===== src/seq_pkg.sv =====
// Constants, register map and state codes of the bridge sequencer
`default_nettype none
package seq_pkg;
	// Clock and timing
	localparam int CLK_KHZ = 100_000;
	localparam int SOFT_FREQ_KHZ = 360;
	localparam int SOFT_PERIOD_CYC = CLK_KHZ / SOFT_FREQ_KHZ;
	localparam int PRE_TIMEOUT_MS = 20;
	localparam int PRE_TIMEOUT_CYC = PRE_TIMEOUT_MS * CLK_KHZ;
	localparam int WAIT_TIME_US = 1000;
	localparam int WAIT_CYC = WAIT_TIME_US * CLK_KHZ / 1000;
	localparam int STEP_TIME_US = 10;
	localparam int STEP_CYC = STEP_TIME_US * CLK_KHZ / 1000;
	localparam int SYNC_MAX_PERIOD_NS = 22500;
	localparam int SYNC_MAX_CYC = SYNC_MAX_PERIOD_NS * (CLK_KHZ / 1000) / 1000;
	localparam int SYNC_CYCLES = 3;
	localparam int TEST_CYC = 8;
	// Widths
	localparam int PER_W = 16;
	localparam int DUTY_W = 7;
	localparam int LIM_W = 3;
	// Limits and levels
	localparam logic [DUTY_W-1:0] DUTY_PRE_LIMIT = 7'h2d;
	localparam logic [DUTY_W-1:0] DUTY_FULL = 7'h64;
	localparam logic [LIM_W-1:0] LIMIT_START = 3'h6;
	// Register offsets
	localparam logic [3:0] REG_PERIOD = 4'h0;
	localparam logic [3:0] REG_DUTY = 4'h4;
	localparam logic [3:0] REG_LIMIT = 4'h8;
	localparam logic [3:0] REG_STATUS = 4'hc;
	// Field positions
	localparam int LIM_A_LSB = 0;
	localparam int LIM_B_LSB = 4;
	localparam int BYPASS_BIT = 8;
	localparam int STAT_READY_BIT = 4;
	localparam int STAT_PER_LSB = 16;
	// Reset values
	localparam logic [PER_W-1:0] PERIOD_RST = 16'h03e8;
	localparam logic [DUTY_W-1:0] DUTY_RST = 7'h32;
	localparam logic [LIM_W-1:0] LIMIT_RST = 3'h4;
	typedef enum logic [3:0] {
		ST_OFF = 4'h0,
		ST_CFG = 4'h1,
		ST_SYNC = 4'h2,
		ST_TEST = 4'h3,
		ST_PRE = 4'h4,
		ST_SOFT = 4'h5,
		ST_RUN = 4'h6,
		ST_FAULT = 4'h7,
		ST_WAIT = 4'h8
	} state_t;
endpackage : seq_pkg
`default_nettype wire


===== src/bridge_pwm.sv =====
// Full-bridge pulse generator, A in first half, B in second half
`timescale 1ns/100ps
`default_nettype none
module bridge_pwm #(
	parameter int PER_W = seq_pkg::PER_W
) (
	// Clock and reset
	input wire logic clk_i,
	input wire logic resetn_i,
	// Control
	input wire logic enable_i,
	input wire logic [PER_W-1:0] period_i,
	input wire logic [PER_W-1:0] on_i,
	// Pulses
	output logic a_o,
	output logic b_o
);
	logic [PER_W-1:0] cnt_r;
	logic [PER_W-1:0] half;
	logic [PER_W:0] b_end;

	assign half = period_i >> 1;
	assign b_end = {1'b0, half} + {1'b0, on_i};

	always_ff @(posedge clk_i or negedge resetn_i) begin
		if (!resetn_i) begin
			cnt_r <= '0;
		end else if (!enable_i || cnt_r >= period_i - 1'b1) begin
			cnt_r <= '0;
		end else begin
			cnt_r <= cnt_r + 1'b1;
		end
	end

	always_ff @(posedge clk_i or negedge resetn_i) begin
		if (!resetn_i) begin
			a_o <= 1'b0;
			b_o <= 1'b0;
		end else begin
			a_o <= enable_i && (cnt_r < on_i);
			b_o <= enable_i && (cnt_r >= half) && ({1'b0, cnt_r} < b_end);
		end
	end
endmodule : bridge_pwm
`default_nettype wire


===== src/sync_meter.sv =====
// Measures period and high time of an external PWM, flags lock and loss
`timescale 1ns/100ps
`default_nettype none
module sync_meter #(
	parameter int PER_W = seq_pkg::PER_W,
	parameter int MAX_CYC = seq_pkg::SYNC_MAX_CYC
) (
	// Clock and reset
	input wire logic clk_i,
	input wire logic resetn_i,
	// Control and pin
	input wire logic enable_i,
	input wire logic sync_i,
	// Results
	output logic locked_o,
	output logic lost_o,
	output logic [PER_W-1:0] period_o,
	output logic [PER_W-1:0] high_o
);
	localparam logic [2:0] LOCK_EDGES = 3'(seq_pkg::SYNC_CYCLES + 1);
	logic prev_r;
	logic [2:0] edges_r;
	logic [PER_W-1:0] cnt_r;
	logic [PER_W-1:0] high_r;
	logic rise;

	assign rise = sync_i && !prev_r;

	always_ff @(posedge clk_i or negedge resetn_i) begin
		if (!resetn_i) begin
			prev_r <= 1'b0;
			edges_r <= '0;
			cnt_r <= '0;
			high_r <= '0;
			period_o <= '0;
			high_o <= '0;
		end else if (!enable_i) begin
			prev_r <= sync_i;
			edges_r <= '0;
			cnt_r <= '0;
			high_r <= '0;
		end else begin
			prev_r <= sync_i;
			if (rise) begin
				cnt_r <= '0;
				high_r <= '0;
				if (edges_r != '0) begin
					period_o <= cnt_r + 1'b1;
					high_o <= high_r;
				end
				if (edges_r != LOCK_EDGES) begin
					edges_r <= edges_r + 1'b1;
				end
			end else begin
				if (cnt_r != '1) begin
					cnt_r <= cnt_r + 1'b1;
				end
				if (sync_i && high_r != '1) begin
					high_r <= high_r + 1'b1;
				end
			end
		end
	end

	always_ff @(posedge clk_i or negedge resetn_i) begin
		if (!resetn_i) begin
			locked_o <= 1'b0;
			lost_o <= 1'b0;
		end else begin
			locked_o <= enable_i && (edges_r == LOCK_EDGES);
			lost_o <= enable_i && (edges_r != '0) &&
				(cnt_r >= PER_W'(MAX_CYC));
		end
	end
endmodule : sync_meter
`default_nettype wire


===== src/bridge_driver_state_sequencer.sv =====
// Operating-state sequencer of the full-bridge transformer driver
//
// Chosen here: the placing of the registers and the plain strobed port.
`timescale 1ns/100ps
`default_nettype none
module bridge_driver_state_sequencer #(
	parameter int PRE_TIMEOUT_CYC = seq_pkg::PRE_TIMEOUT_CYC,
	parameter int WAIT_CYC = seq_pkg::WAIT_CYC,
	parameter int STEP_CYC = seq_pkg::STEP_CYC,
	parameter int SYNC_MAX_CYC = seq_pkg::SYNC_MAX_CYC
) (
	// Clock and reset
	input wire logic clk_i,
	input wire logic resetn_i,
	// Register port
	input wire logic [3:0] addr_i,
	input wire logic [31:0] wdata_i,
	input wire logic we_i,
	input wire logic re_i,
	output logic [31:0] rdata_o,
	// Supervision and sense inputs
	input wire logic uvlo_ok_i,
	input wire logic rate_or_sync_input_i,
	input wire logic precharge_done_i,
	input wire logic short_i,
	input wire logic peak_trip_i,
	input wire logic avg_oc_i,
	input wire logic overtemp_i,
	// Bridge outputs
	output logic bridge_out_a_o,
	output logic bridge_out_a_oe_n_o,
	output logic bridge_out_b_o,
	output logic bridge_out_b_oe_n_o,
	output logic precharge_source_o,
	output logic [2:0] peak_limit_a_o,
	output logic [2:0] peak_limit_b_o,
	// Ready flag
	output logic ready_o
);
	localparam int PW = seq_pkg::PER_W;
	localparam int DW = seq_pkg::DUTY_W;
	localparam int LW = seq_pkg::LIM_W;
	localparam logic [PW-1:0] SOFT_PER = PW'(seq_pkg::SOFT_PERIOD_CYC);

	function automatic logic [PW-1:0] on_from_duty(input logic [PW-1:0] per,
		input logic [DW-1:0] duty);
		logic [PW+DW-1:0] prod;
		prod = (PW+DW)'(per) * (PW+DW)'(duty);
		on_from_duty = PW'(prod / (PW+DW)'(seq_pkg::DUTY_FULL));
	endfunction : on_from_duty

	function automatic logic [PW-1:0] clamp_half(input logic [PW-1:0] on,
		input logic [PW-1:0] per);
		clamp_half = (on > (per >> 1)) ? (per >> 1) : on;
	endfunction : clamp_half

	function automatic logic [LW-1:0] step_to(input logic [LW-1:0] cur,
		input logic [LW-1:0] tgt);
		if (cur > tgt) begin
			step_to = cur - 1'b1;
		end else if (cur < tgt) begin
			step_to = cur + 1'b1;
		end else begin
			step_to = cur;
		end
	endfunction : step_to

	// Software registers
	logic [PW-1:0] per_reg_r;
	logic [DW-1:0] duty_reg_r;
	logic [LW-1:0] lim_a_reg_r;
	logic [LW-1:0] lim_b_reg_r;
	logic bypass_reg_r;
	// Latched configuration
	logic [PW-1:0] tgt_per_r;
	logic [DW-1:0] tgt_duty_r;
	logic [PW-1:0] meas_on_r;
	logic bypass_act_r;
	logic [LW-1:0] tgt_a_r;
	logic [LW-1:0] tgt_b_r;
	// Sequencer state
	seq_pkg::state_t state_r;
	seq_pkg::state_t state_nxt;
	logic [PW-1:0] cur_per_r;
	logic [LW-1:0] lim_a_r;
	logic [LW-1:0] lim_b_r;
	logic [31:0] step_cnt_r;
	logic [31:0] pre_cnt_r;
	logic [31:0] wait_cnt_r;
	logic [7:0] test_cnt_r;
	// Derived
	logic meas_locked;
	logic meas_lost;
	logic [PW-1:0] meas_per;
	logic [PW-1:0] meas_high;
	logic pwm_a;
	logic pwm_b;
	logic [PW-1:0] on_now;
	logic [PW+DW-1:0] on_pct;
	logic [PW+DW-1:0] per_pct;
	logic pre_needed;
	logic test_end;
	logic pre_timeout;
	logic wait_end;
	logic step_tick;
	logic fault_live;
	logic soft_done;
	logic soft_entry;
	logic [PW-1:0] soft_start_per;

	// External PWM measurement in bypass mode
	sync_meter #(
		.PER_W(PW),
		.MAX_CYC(SYNC_MAX_CYC)
	) u_meter (
		.clk_i(clk_i),
		.resetn_i(resetn_i),
		.enable_i(bypass_act_r && state_r != seq_pkg::ST_OFF &&
			state_r != seq_pkg::ST_CFG),
		.sync_i(rate_or_sync_input_i),
		.locked_o(meas_locked),
		.lost_o(meas_lost),
		.period_o(meas_per),
		.high_o(meas_high)
	);

	// Bridge switching
	bridge_pwm #(
		.PER_W(PW)
	) u_pwm (
		.clk_i(clk_i),
		.resetn_i(resetn_i),
		.enable_i(state_r == seq_pkg::ST_SOFT || state_r == seq_pkg::ST_RUN),
		.period_i(cur_per_r),
		.on_i(on_now),
		.a_o(pwm_a),
		.b_o(pwm_b)
	);

	assign on_now = bypass_act_r ? clamp_half(meas_on_r, cur_per_r) :
		clamp_half(on_from_duty(cur_per_r, tgt_duty_r), cur_per_r);
	assign on_pct = (PW+DW)'(meas_on_r) * (PW+DW)'(seq_pkg::DUTY_FULL);
	assign per_pct = (PW+DW)'(tgt_per_r) * (PW+DW)'(seq_pkg::DUTY_PRE_LIMIT);
	assign pre_needed = bypass_act_r ? (on_pct < per_pct) :
		(tgt_duty_r < seq_pkg::DUTY_PRE_LIMIT);
	assign test_end = test_cnt_r == 8'(seq_pkg::TEST_CYC - 1);
	assign pre_timeout = pre_cnt_r == 32'(PRE_TIMEOUT_CYC - 1);
	assign wait_end = wait_cnt_r == 32'(WAIT_CYC - 1);
	assign step_tick = step_cnt_r == 32'(STEP_CYC - 1);
	assign fault_live = avg_oc_i || overtemp_i || peak_trip_i ||
		(bypass_act_r && meas_lost);
	assign soft_done = cur_per_r == tgt_per_r && lim_a_r == tgt_a_r &&
		lim_b_r == tgt_b_r && !peak_trip_i;
	assign soft_entry = state_r != seq_pkg::ST_SOFT &&
		state_nxt == seq_pkg::ST_SOFT;
	assign soft_start_per = (tgt_per_r > SOFT_PER) ? SOFT_PER :
		tgt_per_r;

	// Register writes
	always_ff @(posedge clk_i or negedge resetn_i) begin
		if (!resetn_i) begin
			per_reg_r <= seq_pkg::PERIOD_RST;
			duty_reg_r <= seq_pkg::DUTY_RST;
			lim_a_reg_r <= seq_pkg::LIMIT_RST;
			lim_b_reg_r <= seq_pkg::LIMIT_RST;
			bypass_reg_r <= 1'b0;
		end else if (we_i) begin
			case (addr_i)
				seq_pkg::REG_PERIOD: begin
					per_reg_r <= wdata_i[PW-1:0];
				end
				seq_pkg::REG_DUTY: begin
					duty_reg_r <= wdata_i[DW-1:0];
				end
				seq_pkg::REG_LIMIT: begin
					lim_a_reg_r <= wdata_i[seq_pkg::LIM_A_LSB +: LW];
					lim_b_reg_r <= wdata_i[seq_pkg::LIM_B_LSB +: LW];
					bypass_reg_r <= wdata_i[seq_pkg::BYPASS_BIT];
				end
				default: begin
				end
			endcase
		end
	end

	// Register reads, data valid one cycle after the strobe
	always_ff @(posedge clk_i or negedge resetn_i) begin
		if (!resetn_i) begin
			rdata_o <= '0;
		end else begin
			rdata_o <= '0;
			if (re_i) begin
				case (addr_i)
					seq_pkg::REG_PERIOD: begin
						rdata_o[PW-1:0] <= per_reg_r;
					end
					seq_pkg::REG_DUTY: begin
						rdata_o[DW-1:0] <= duty_reg_r;
					end
					seq_pkg::REG_LIMIT: begin
						rdata_o[seq_pkg::LIM_A_LSB +: LW] <= lim_a_reg_r;
						rdata_o[seq_pkg::LIM_B_LSB +: LW] <= lim_b_reg_r;
						rdata_o[seq_pkg::BYPASS_BIT] <= bypass_reg_r;
					end
					seq_pkg::REG_STATUS: begin
						rdata_o[3:0] <= state_r;
						rdata_o[seq_pkg::STAT_READY_BIT] <= ready_o;
						rdata_o[seq_pkg::STAT_PER_LSB +: PW] <= cur_per_r;
					end
					default: begin
					end
				endcase
			end
		end
	end

	// Next state
	always_comb begin
		state_nxt = state_r;
		case (state_r)
			seq_pkg::ST_OFF: begin
				state_nxt = seq_pkg::ST_CFG;
			end
			seq_pkg::ST_CFG: begin
				state_nxt = bypass_reg_r ? seq_pkg::ST_SYNC : seq_pkg::ST_TEST;
			end
			seq_pkg::ST_SYNC: begin
				if (meas_locked) begin
					state_nxt = seq_pkg::ST_TEST;
				end
			end
			seq_pkg::ST_TEST: begin
				if (short_i) begin
					state_nxt = seq_pkg::ST_FAULT;
				end else if (test_end) begin
					state_nxt = pre_needed ? seq_pkg::ST_PRE :
						seq_pkg::ST_SOFT;
				end
			end
			seq_pkg::ST_PRE: begin
				if (precharge_done_i) begin
					state_nxt = seq_pkg::ST_SOFT;
				end else if (pre_timeout) begin
					state_nxt = seq_pkg::ST_FAULT;
				end
			end
			seq_pkg::ST_SOFT: begin
				if (soft_done) begin
					state_nxt = seq_pkg::ST_RUN;
				end
			end
			seq_pkg::ST_RUN: begin
				if (fault_live) begin
					state_nxt = seq_pkg::ST_FAULT;
				end
			end
			seq_pkg::ST_FAULT: begin
				if (!fault_live) begin
					state_nxt = seq_pkg::ST_WAIT;
				end
			end
			seq_pkg::ST_WAIT: begin
				if (wait_end) begin
					state_nxt = seq_pkg::ST_TEST;
				end
			end
			default: begin
				state_nxt = seq_pkg::ST_OFF;
			end
		endcase
		if (!uvlo_ok_i) begin
			state_nxt = seq_pkg::ST_OFF;
		end
	end

	always_ff @(posedge clk_i or negedge resetn_i) begin
		if (!resetn_i) begin
			state_r <= seq_pkg::ST_OFF;
		end else begin
			state_r <= state_nxt;
		end
	end

	// Configuration latch
	always_ff @(posedge clk_i or negedge resetn_i) begin
		if (!resetn_i) begin
			tgt_per_r <= seq_pkg::PERIOD_RST;
			tgt_duty_r <= seq_pkg::DUTY_RST;
			meas_on_r <= '0;
			bypass_act_r <= 1'b0;
			tgt_a_r <= seq_pkg::LIMIT_RST;
			tgt_b_r <= seq_pkg::LIMIT_RST;
		end else if (state_r == seq_pkg::ST_CFG) begin
			tgt_per_r <= per_reg_r;
			tgt_duty_r <= duty_reg_r;
			bypass_act_r <= bypass_reg_r;
			tgt_a_r <= lim_a_reg_r;
			tgt_b_r <= lim_b_reg_r;
		end else if (state_r == seq_pkg::ST_SYNC && meas_locked) begin
			tgt_per_r <= meas_per;
			meas_on_r <= meas_high;
		end
	end

	// Timers for self-test, pre-charge and wait
	always_ff @(posedge clk_i or negedge resetn_i) begin
		if (!resetn_i) begin
			test_cnt_r <= '0;
			pre_cnt_r <= '0;
			wait_cnt_r <= '0;
		end else begin
			test_cnt_r <= (state_r == seq_pkg::ST_TEST) ?
				test_cnt_r + 1'b1 : '0;
			pre_cnt_r <= (state_r == seq_pkg::ST_PRE) ?
				pre_cnt_r + 1'b1 : '0;
			wait_cnt_r <= (state_r == seq_pkg::ST_WAIT) ?
				wait_cnt_r + 1'b1 : '0;
		end
	end

	// Soft-start ramps of period and peak limits
	always_ff @(posedge clk_i or negedge resetn_i) begin
		if (!resetn_i) begin
			cur_per_r <= seq_pkg::PERIOD_RST;
			lim_a_r <= seq_pkg::LIMIT_START;
			lim_b_r <= seq_pkg::LIMIT_START;
			step_cnt_r <= '0;
		end else if (soft_entry) begin
			cur_per_r <= soft_start_per;
			lim_a_r <= seq_pkg::LIMIT_START;
			lim_b_r <= seq_pkg::LIMIT_START;
			step_cnt_r <= '0;
		end else if (state_r == seq_pkg::ST_SOFT) begin
			step_cnt_r <= step_tick ? '0 : step_cnt_r + 1'b1;
			if (step_tick && !peak_trip_i) begin
				if (cur_per_r < tgt_per_r) begin
					cur_per_r <= cur_per_r + 1'b1;
				end
				lim_a_r <= step_to(lim_a_r, tgt_a_r);
				lim_b_r <= step_to(lim_b_r, tgt_b_r);
			end
		end else if (state_r != seq_pkg::ST_RUN) begin
			cur_per_r <= tgt_per_r;
			lim_a_r <= seq_pkg::LIMIT_START;
			lim_b_r <= seq_pkg::LIMIT_START;
			step_cnt_r <= '0;
		end
	end

	// Output stage
	always_ff @(posedge clk_i or negedge resetn_i) begin
		if (!resetn_i) begin
			bridge_out_a_o <= 1'b0;
			bridge_out_a_oe_n_o <= 1'b1;
			bridge_out_b_o <= 1'b0;
			bridge_out_b_oe_n_o <= 1'b1;
			precharge_source_o <= 1'b0;
		end else begin
			bridge_out_a_o <= 1'b0;
			bridge_out_a_oe_n_o <= 1'b1;
			bridge_out_b_o <= 1'b0;
			bridge_out_b_oe_n_o <= 1'b1;
			precharge_source_o <= 1'b0;
			case (state_r)
				seq_pkg::ST_TEST: begin
					bridge_out_a_oe_n_o <= test_cnt_r[0];
					bridge_out_b_oe_n_o <= test_cnt_r[0];
				end
				seq_pkg::ST_PRE: begin
					bridge_out_a_oe_n_o <= 1'b0;
					precharge_source_o <= 1'b1;
				end
				seq_pkg::ST_SOFT, seq_pkg::ST_RUN: begin
					bridge_out_a_o <= pwm_a;
					bridge_out_a_oe_n_o <= 1'b0;
					bridge_out_b_o <= pwm_b;
					bridge_out_b_oe_n_o <= 1'b0;
				end
				default: begin
				end
			endcase
		end
	end

	always_ff @(posedge clk_i or negedge resetn_i) begin
		if (!resetn_i) begin
			ready_o <= 1'b0;
			peak_limit_a_o <= seq_pkg::LIMIT_START;
			peak_limit_b_o <= seq_pkg::LIMIT_START;
		end else begin
			ready_o <= state_r == seq_pkg::ST_RUN;
			peak_limit_a_o <= lim_a_r;
			peak_limit_b_o <= lim_b_r;
		end
	end
endmodule : bridge_driver_state_sequencer
`default_nettype wire


===== config.mk =====
export PLATFORM = sky130hd
export DESIGN_NAME = bridge_driver_state_sequencer
export DESIGN_NICKNAME = d
export VERILOG_FILES = /design/src/seq_pkg.sv /design/src/bridge_pwm.sv /design/src/sync_meter.sv /design/src/bridge_driver_state_sequencer.sv
export SDC_FILE = /design/constraint.sdc
export NUM_CORES = 1
export LEC_CHECK = 0
export BUFFER_PORTS_ARGS = -buffer_cell sky130_fd_sc_hd__buf_4
export CELL_PAD_IN_SITES_DETAIL_PLACEMENT = 0
export CELL_PAD_IN_SITES_GLOBAL_PLACEMENT = 1
export CORE_MARGIN = 4
export CORE_UTILIZATION = 40
export DETAILED_ROUTE_END_ITERATION = 12
export GPL_TIMING_DRIVEN = 0
export PLACE_DENSITY_LB_ADDON = 0.12
export SETUP_SLACK_MARGIN = 0.4
export SYNTH_ARGS = -nofsm -noshare
export SYNTH_HDL_FRONTEND = slang
export SYNTH_SLANG_ARGS = --single-unit

===== constraint.sdc =====
create_clock -name clk_i -period 19.95 [get_ports clk_i]
set_clock_uncertainty 0.2 [all_clocks]
set_input_delay 2.9925 -clock clk_i [delete_from_list [all_inputs] [get_ports clk_i]]
set_output_delay 2.9925 -clock clk_i [all_outputs]
set_load 0.01 [all_outputs]

==> flow_summary.ini, run 1 <==
[status]
status = finished, violations left
violations = negative setup slack

[setup_path]
critPathSlowestCell = fa_1
cp_max_fo = 10
startpoint_type = flop
startpoint = tgt_duty_r[3]
cp_data_required_time_ns = 20.16
crit_arrival_ns = 20.16
cp_slowest_stage_delay_ns = 0.54
rr_startpoint = tgt_duty_r[3]
critical_path_buf_inv_count = 19
path_delay_family = compound AO/OA/AOI/OAI gates
critPathKind = flop to flop
crit_top_cell = o21ai_1
cp-end-kind = flop

[clock_tree]
root_buffer = clkbuf_16
cts_sinks = 338
cts_buffers = 40
hold_buffers = 0
cts.clk_slew.worst_paths_ns = 0.06
htree_num_levels = 2
cts_buffer_depth = 3
cts_tree = done
clk_latency_ns = 0.58

[global_route]
grt_pass1_vias = 27020
overflow = 0
antenna_found_initial = 2
grt_start_max_net_pins = 124
grtUsageTotal = 0.2375
grt_pass1_wl_mm = 151.2

[timing]
relSlewSlack = 0.2195
hold_viol = 0
period_share = 1.000
rsz0062_at_grt = true
setup_viol_count_final = 1
finalCriticalPeriod_ns = 19.96
tightestPinTransition_ns = 1.141
max_freq_mhz = 50.11
slew_violations = 0
final.setup.worst_slack_ns = -0.006233

[routing]
dr.pass1.iters = 6
highest_layer = met4
wl_met1_mm = 42.31
postRouteAntennaNets = 0
drt_iter0_markers = 1606
routed_wl_mm = 94.23
post-route-drc-count = 0
via_per_inst = 5.598
wl_met2_mm = 46.23
wl_met3_mm = 3.328
wire_per_inst_um = 20.27
route.vias.total = 26020

[placement]
dp_hpwl_mm = 70.64
gp_congestion = 0.8965
portBuffers = 73
place_ws_ns = -4.784

[logic_synthesis]
ys_ff_latch = 338
synth_edf_count = 0
synth_nets = 3804
synth.distinct_cells = 117
synth_top_area_frac = 0.2496
synth_area_leaders = dfrtp_1 25%, ha_1 12%, fa_1 7.3%, inv_1 3.8%, nor2_1 3.6%
syn-instance-count = 3354
seq_area_frac_synth = 0.2828
async_flop_share = 1.000
synth_top_area_cell = dfrtp_1
synth_area_per_cell_um2 = 8.968
syn_area_mm2 = 0.03008
yosysWarnings = 0
synth_top_flop_cell = dfrtp_1

[die]
pin_count = 91
coreArea_mm2 = 0.07445
rows = 100
die_h_um = 282.2
die_width_um = 282.2
die-area_mm2 = 0.07965
start_util = 0.4040

[worst_hold_path]
hold_start = lim_b_r[0]
holdCritPathClass = flop to flop

[final_layout]
area_growth_pct = 21.67
nNetsFinal = 4097
drive_above_1_share = 0.2001
num_antenna_cells = 0

[flow_run]
maxCapViolations = 0
-- stage by stage --
step / util / TNS (ns) / hold WS [ns] / cell area, um^2 / std cells
after CTS: 0.4909 / 0 / 0.1751 / 36550 / 4643
after detailed placement: 0.4289 / -7.395 / 0.1618 / 31930 / 4399
final: 0.4916 / -0.006233 / 0.1686 / 36600 / 4648
after global placement: 0.4277 / -7.494 / 0.1755 / 31840 / 4396
after global routing: 0.4916 / -1.115 / 0.1803 / 36600 / 4648
after floorplan: - / 0 / 0.1537 / 30080 / 3354
-- sequential cells by signal, indices dropped and copies added, names as in the netlist, 4 cells and up --
register	flops
cur_per_r	16
duty_reg_r	7
meas_on_r	16
per_reg_r	16
pre_cnt_r	32
rdata_o	32
state_r	4
step_cnt_r	32
test_cnt_r	8
tgt_duty_r	7
tgt_per_r	16
u_meter.cnt_r	16
u_meter.high_o	16
u_meter.high_r	16
u_meter.period_o	16
u_pwm.cnt_r	16
wait_cnt_r	32
-- final cells by class --
class,count,area (um^2)
timing repair buffer,251,2033
sequential,338,8516
clock inverter,22,325.3
inverter,306,1156
fill,6977,37850
tap,969,1212
clock buffer,52,1136
multi-input combinational,2589,21310
buffer,121,909.6
-- worst register-to-register path: cells and delay by family (launching register included) --
family | cells | cell delay, ns
adder cells (fa/ha/maj) | 9 | 3.43
multiplexers | 2 | 0.39
AO/OA/AOI/OAI | 47 | 9.88
flip-flops | 1 | 0.48
AND/OR/NAND/NOR | 19 | 2.45
buffers and inverters | 19 | 2.45
XOR/XNOR | 2 | 0.46
-- final timing paths --
path,cells past startpoint,to,slack (ns)
max,98,u_pwm.b_o,-0.006
min in group asynchronous,1,pre_cnt_r[10],2.05
min,0,peak_limit_b_o[0],0.17
max reg2reg,98,u_pwm.b_o,-0.006
max in group asynchronous,3,u_meter.high_r[12],16.34
min reg2reg,0,peak_limit_b_o[0],0.17
-- cell usage after synthesis (all sizes together), types with 9 or more instances --
library cell  instances
nor3                100
and2                109
a32oi                12
nor4                 27
inv                 304
a21o                 41
nor2b                40
fa                  109
nand4                56
o211a                 9
mux2i                56
xnor2               106
o21ai               165
buf                  32
a31oi                21
nor2                290
o31ai                16
o211ai               33
a21oi               191
o21a                 24
or3                  25
o22a                  9
a211oi               25
nand3               112
or2                   9
dfstp                38
a221o                17
o2111ai               9
clkbuf               89
ha                  294
xor2                117
nand2b               39
a22oi                11
dfrtp               300
o22ai                15
and4                 15
nand2               219
and3                 43
mux2                 71
a21boi               11
o21bai               20
-- routing by layer --
layer  vias to the layer above  GRT usage
met5                         -          0
met4                         0    0.05879
met3                       154    0.02344
met2                       545     0.4191
met1                     12870     0.3148
li1                      12450          -
-- cells by family (layout without fill, tap and decap cells) --
kind of cell,count (synthesis),after routing,synth area share
AND/OR/NAND/NOR,1098,1098,0.1819
multiplexers,130,130,0.04746
flip-flops,338,338,0.2828
other,1,1,0.0001247
XOR/XNOR,223,223,0.06518
adder cells (fa/ha/maj),405,405,0.1955
buffers and inverters,427,752,0.05595
AO/OA/AOI/OAI,732,732,0.1710
-- cells in the final DEF, fill, tap and decap left out, types with 105 or more instances in the layout --
master   count
a21oi_1    167
buf_4      241
dfrtp_1    292
fa_1       109
ha_1       286
inv_1      299
nand2_1    214
nand3_1    105
nor2_1     277
o21ai_0    114
xor2_1     116
-- what timing repair did --
item | 4_1_cts | 5_1_grt
pin swaps | 183 | 7
buffers inserted | 169 | 5
gates resized for setup | 406 | 5
hold endpoints to repair | 0 | 0
gates cloned | 1 | 0
setup endpoints to repair | 2 | 2
Power of run 1 is left out: the tool's default activity adds up to more than one toggle a clock period on the data nets, which glitch-free logic cannot reach.
==> run 2, diff against run 1 <==
- clock period: 19.95 -> 18.8 ns (I/O delays scaled with it)
==> run 2 against run 1 <==
Net effect:
- the flow still finishes with violations (negative setup slack)
- routed wire length up 1.1%
- utilization up 1.2 points
- non-clock buffer count up 55
- cell count up 1.1%
- maximum frequency up 0.92%
- final area up 2.5%
- critical path depth unchanged
- global-route usage down 0.13 points
- sequential cell count unchanged
- register-to-register slack worse by 0.97 ns
==> flow_summary.ini, run 2 (synthesis gave the netlist of run 1 again) <==
[setup_path]
critPathKind = flop to flop
crit_arrival_ns = 19.97
startpoint_type = flop
reg2reg_slack_ns = -0.97
critPathSlowestCell = dfstp_4
cp_max_fo = 10
cp_slowest_stage_delay_ns = 0.70
cp_data_required_time_ns = 18.99
cp-end-kind = flop
crit_top_cell = buf_6

[die]
die_h_um = 282.2
pin_count = 91
coreArea_mm2 = 0.07445
die-area_mm2 = 0.07965
die_width_um = 282.2
start_util = 0.4040
rows = 100

[routing]
wire_per_inst_um = 20.28
routed_wl_mm = 95.23
via_per_inst = 5.585
dr.pass1.iters = 7
drt_iter0_markers = 1551
post-route-drc-count = 0
route.vias.total = 26230
postRouteAntennaNets = 0

[flow_run]
maxCapViolations = 0

[global_route]
grt_start_max_net_pins = 124
grt.busiest_layer = met2
use_met3 = 0.02691
grt_pass1_vias = 27100
grt_pass1_wl_mm = 150.7
use_met1 = 0.3056
overflow = 0
antenna_found_initial = 0
use_met2 = 0.4186
grtUsageTotal = 0.2362

[timing]
rsz0062_at_grt = true
setup_viol_count_final = 2
slew_violations = 0
finalCriticalPeriod_ns = 19.77
relSlewSlack = 0.08349
hold_viol = 0
period_share = 1.052
whs_ns = 0.1831
final.setup.worst_slack_ns = -0.9748
tightestPinTransition_ns = 1.360
max_freq_mhz = 50.57

[worst_hold_path]
holdCritPathClass = flop to flop

[clock_tree]
htree_num_levels = 2
root_buffer = clkbuf_16
cts_sinks = 338
cts.clk_slew.worst_paths_ns = 0.06
clk_latency_ns = 0.58
cts_buffer_depth = 3
cts_tree = done
cts_buffers = 38

[final_layout]
mostFrequentLayoutCells = 297 x inv_1, 290 x dfrtp_1, 284 x ha_1
nFillCells = 7007
nNetsFinal = 4150
area_growth_pct = 24.71
num_antenna_cells = 0
layout_commonest_cell = inv_1
drive_above_1_share = 0.2320

[placement]
dp_hpwl_mm = 70.31
portBuffers = 73
gp_congestion = 0.8814

[status]
status = finished, violations left
violations = negative setup slack
-- run 2: cell count changes in the layout (fill, tap and decap cells not counted), sizes merged --
cell      change
inv           +3
clkinv        -7
buf          +57
clkinvlp      -1
bufinv        -3
-- run 2: final timing paths --
kind | from | to | cells past startpoint
min reg2reg | lim_a_r[1] | peak_limit_a_o[1] | 0
min in group asynchronous | resetn_i | pre_cnt_r[17] | 1
max in group asynchronous | resetn_i | rdata_o[28] | 2
max reg2reg | tgt_duty_r[1] | u_pwm.b_o | 98
min | lim_a_r[1] | peak_limit_a_o[1] | 0
max | tgt_duty_r[1] | u_pwm.b_o | 98
-- run 2: per-layer routing --
layer / up-vias / part of all wire / routed length, um
met4: 0 / 0.030 / 2841
met1: 12980 / 0.44 / 41990
met3: 168 / 0.037 / 3527
li1: 12530 / - / -
met2: 557 / 0.49 / 46870
met5: - / 0 / 0
-- run 2: through the flow --
step	worst slack [ns]	instances	utilization	area (um^2)	setup TNS (ns)
detailed placement	-4.687	4398	0.4302	32020	-7.602
global placement	-4.724	4396	0.4293	31960	-7.461
CTS	-0.8092	4639	0.4893	36430	-0.8092
floorplan	0.4012	3354	-	30200	0
global route	-1.763	4697	0.5039	37510	-2.683
finish	-0.9748	4697	0.5039	37510	-1.140
-- run 2: repair_timing --
action,in CTS,in global routing
pin swaps,184,103
hold buffers,0,0
cloned,2,0
buffers inserted,171,58
gates resized for setup,383,131
hold endpoints to repair,0,0
endpoints found under the setup margin,2,2
-- run 2: cell type report --
type / instances / area [um^2] / share of cell area
clock buffer: 54 / 1091 / 0.02909
inverter: 306 / 1156 / 0.03082
buffer: 121 / 902.1 / 0.02405
multi-input combinational: 2589 / 21910 / 0.5842
timing repair buffer: 306 / 2499 / 0.06661
clock inverter: 14 / 216.5 / 0.005771
tap: 969 / 1212 / 0.03232
sequential: 338 / 8522 / 0.2272
-- run 2: critical path: cells and delay by family (launching register included) --
family	cells	cell delay, ns
xor+xnor	1	0.20
fa+ha+maj	9	3.44
buf+inv	16	2.40
flops	1	0.70
simple gates	18	1.90
compound gates	50	9.91
mux	4	0.79
Power of run 2 is left out for the same reason.
==> run 3, diff against run 2 <==
- ABC_AREA: default -> 1
- CAP_MARGIN: default -> 20
- GPL_TIMING_DRIVEN: 0 -> default
==> run 3 against run 2 <==
Net effect:
- the run now ends clean
- sequential cell count unchanged
- non-clock buffer count fell by 285
- die area decreased by 3.6%
- routed wire length shrank 17%
==> flow_summary.ini, run 3 <==
[status]
status = completed

[logic_synthesis]
synth.distinct_cells = 65
synth_xor_area_frac = 0.03051
synth_top_area_frac = 0.2593
async_flop_share = 1.000
synth-simple-area-share = 0.2455
yosysWarnings = 0
synth_top_flop_cell = dfrtp_1
synthAdderAreaFrac = 0.2024
synth_top_family_by_area = simple AND/OR/NAND/NOR gates
synth_nets = 4280
synth_area_per_cell_um2 = 7.560
synth_compound_area_frac = 0.1204
ys_ff_latch = 338
yosys-top-cells-count = 790 x nand2_1, 693 x inv_1, 307 x nor2_1, 300 x dfrtp_1, 294 x ha_1
synthMuxAreaShare = 0.001944
synth_top_area_cell = dfrtp_1
syn-instance-count = 3830
synth_most_common_cell = nand2_1
synth_edf_count = 0
seq_area_frac_synth = 0.2937
synth_area_leaders = dfrtp_1 26%, ha_1 13%, nand2_1 10%, inv_1 9.0%, fa_1 7.5%
syn_area_mm2 = 0.02896

[timing]
setup_viol_count_final = 0
relSlewSlack = 0.3263
finalCriticalPeriod_ns = 17.17
tightestPinTransition_ns = 1.001
setup-tns-final_ns = 0
rsz0062_at_grt = false
max_freq_mhz = 58.24
period_share = 0.9134
hold_viol = 0
slew_violations = 0

[die]
coreArea_mm2 = 0.07161
rows = 98
pin_count = 91
die-area_mm2 = 0.07676
die_width_um = 277.1
die_h_um = 277.1
start_util = 0.4044

[worst_hold_path]
hold_start = lim_b_r[0]
holdCritPathClass = flop to flop

[clock_tree]
cts_buffer_depth = 3
cts_tree = done
cts.clk_slew.worst_paths_ns = 0.06
hold_buffers = 0
cts_sinks = 338
root_buffer = clkbuf_16
clk_latency_ns = 0.59
cts_buffers = 43
htree_num_levels = 2

[global_route]
grt_pass1_vias = 23980
grt_start_max_net_pins = 75
overflow = 0
grtUsageTotal = 0.2056
grt_pass1_wl_mm = 128.9
antenna_found_initial = 1

[setup_path]
startpoint = cur_per_r[8]
critPathKind = flop to flop
cp_slowest_stage_delay_ns = 0.67
startpoint_type = flop
critPathSlowestCell = dfstp_4
crit_top_cell = nand2_4
cp_data_required_time_ns = 19.06
rr_startpoint = cur_per_r[8]
crit_arrival_ns = 17.43
cp_max_fo = 12
cp-end-kind = flop

[routing]
wire_per_inst_um = 16.13
via_per_inst = 4.962
postRouteAntennaNets = 0
routed_wl_mm = 79.34
dr.pass1.iters = 5
route.vias.total = 24410
post-route-drc-count = 0
drt_iter0_markers = 1415

[final_layout]
nNetsFinal = 4384
layout_commonest_cell = nand2_1
mostFrequentLayoutCells = 775 x nand2_1, 690 x inv_1, 300 x nor2_1
drive_above_1_share = 0.1141
num_antenna_cells = 0
area_growth_pct = 13.87
multiInputGateArea_mm2 = 0.01786
regArea_mm2 = 0.008528
nFillCells = 7379

[placement]
gp_congestion = 0.8207
portBuffers = 74
dp_hpwl_mm = 61.39

[flow_run]
maxCapViolations = 0
## run 3: layer usage
layer | part of all wire | GRT usage
met5 | 0 | 0
met4 | 0.020 | 0.04507
met3 | 0.041 | 0.02993
met2 | 0.44 | 0.3281
met1 | 0.50 | 0.2971
## run 3: final cells by class
type / instances / share of cell area
clock buffer: 59 / 0.03688
sequential: 338 / 0.2586
multi-input combinational: 2679 / 0.5417
tap: 950 / 0.03605
clock inverter: 21 / 0.009031
inverter: 730 / 0.08318
timing repair buffer: 142 / 0.03449
## run 3: path summary, 6_finish.rpt
kind | endpoint | cells past startpoint | slack, ns
max in group asynchronous | test_cnt_r[3] | 3 | 14.22
setup / recovery | u_pwm.b_o | 126 | 1.63
min in group asynchronous | u_pwm.cnt_r[2] | 1 | 2.01
setup reg to reg | u_pwm.b_o | 126 | 1.63
hold / removal | peak_limit_b_o[0] | 0 | 0.17
hold reg to reg | peak_limit_b_o[0] | 0 | 0.17
## run 3: cell families after synthesis
group / count (synthesis)
and+or+nand+nor: 1570
buffers and inverters: 813
AOI/OAI and AO/OA: 600
adders and majority gates: 403
DFF: 338
xor gates and xnor gates: 100
muxes: 5
other: 1
## run 3: metrics by stage
step | instance area [um^2] | setup slack, ns | utilization | cells | hold WS (ns)
floorplan | 28960 | 3.084 | - | 3830 | 0.1537
global placement | 30650 | 0.5338 | 0.4280 | 4803 | 0.1639
detailed placement | 30650 | 0.5191 | 0.4280 | 4803 | 0.1732
CTS | 32160 | 0.4511 | 0.4491 | 4883 | 0.1745
global route | 32970 | 0.3335 | 0.4605 | 4919 | 0.1835
finish | 32970 | 1.629 | 0.4605 | 4919 | 0.1714
## run 3: worst max-delay path, delay by kind of cell, from the launching register on
family,cells,cell delay [ns]
compound gates,20,2.99
xor+xnor,1,0.17
fa+ha+maj,8,3.14
buf+inv,10,1.12
flops,1,0.67
simple gates,87,8.73
## run 3: timing repair
| item | CTS | global route |
|---|---|---|
| setup endpoints to repair | 0 | 1 |
| buffers inserted | 0 | 35 |
| gates resized for setup | 0 | 114 |
Power of run 3 is left out for the same reason.
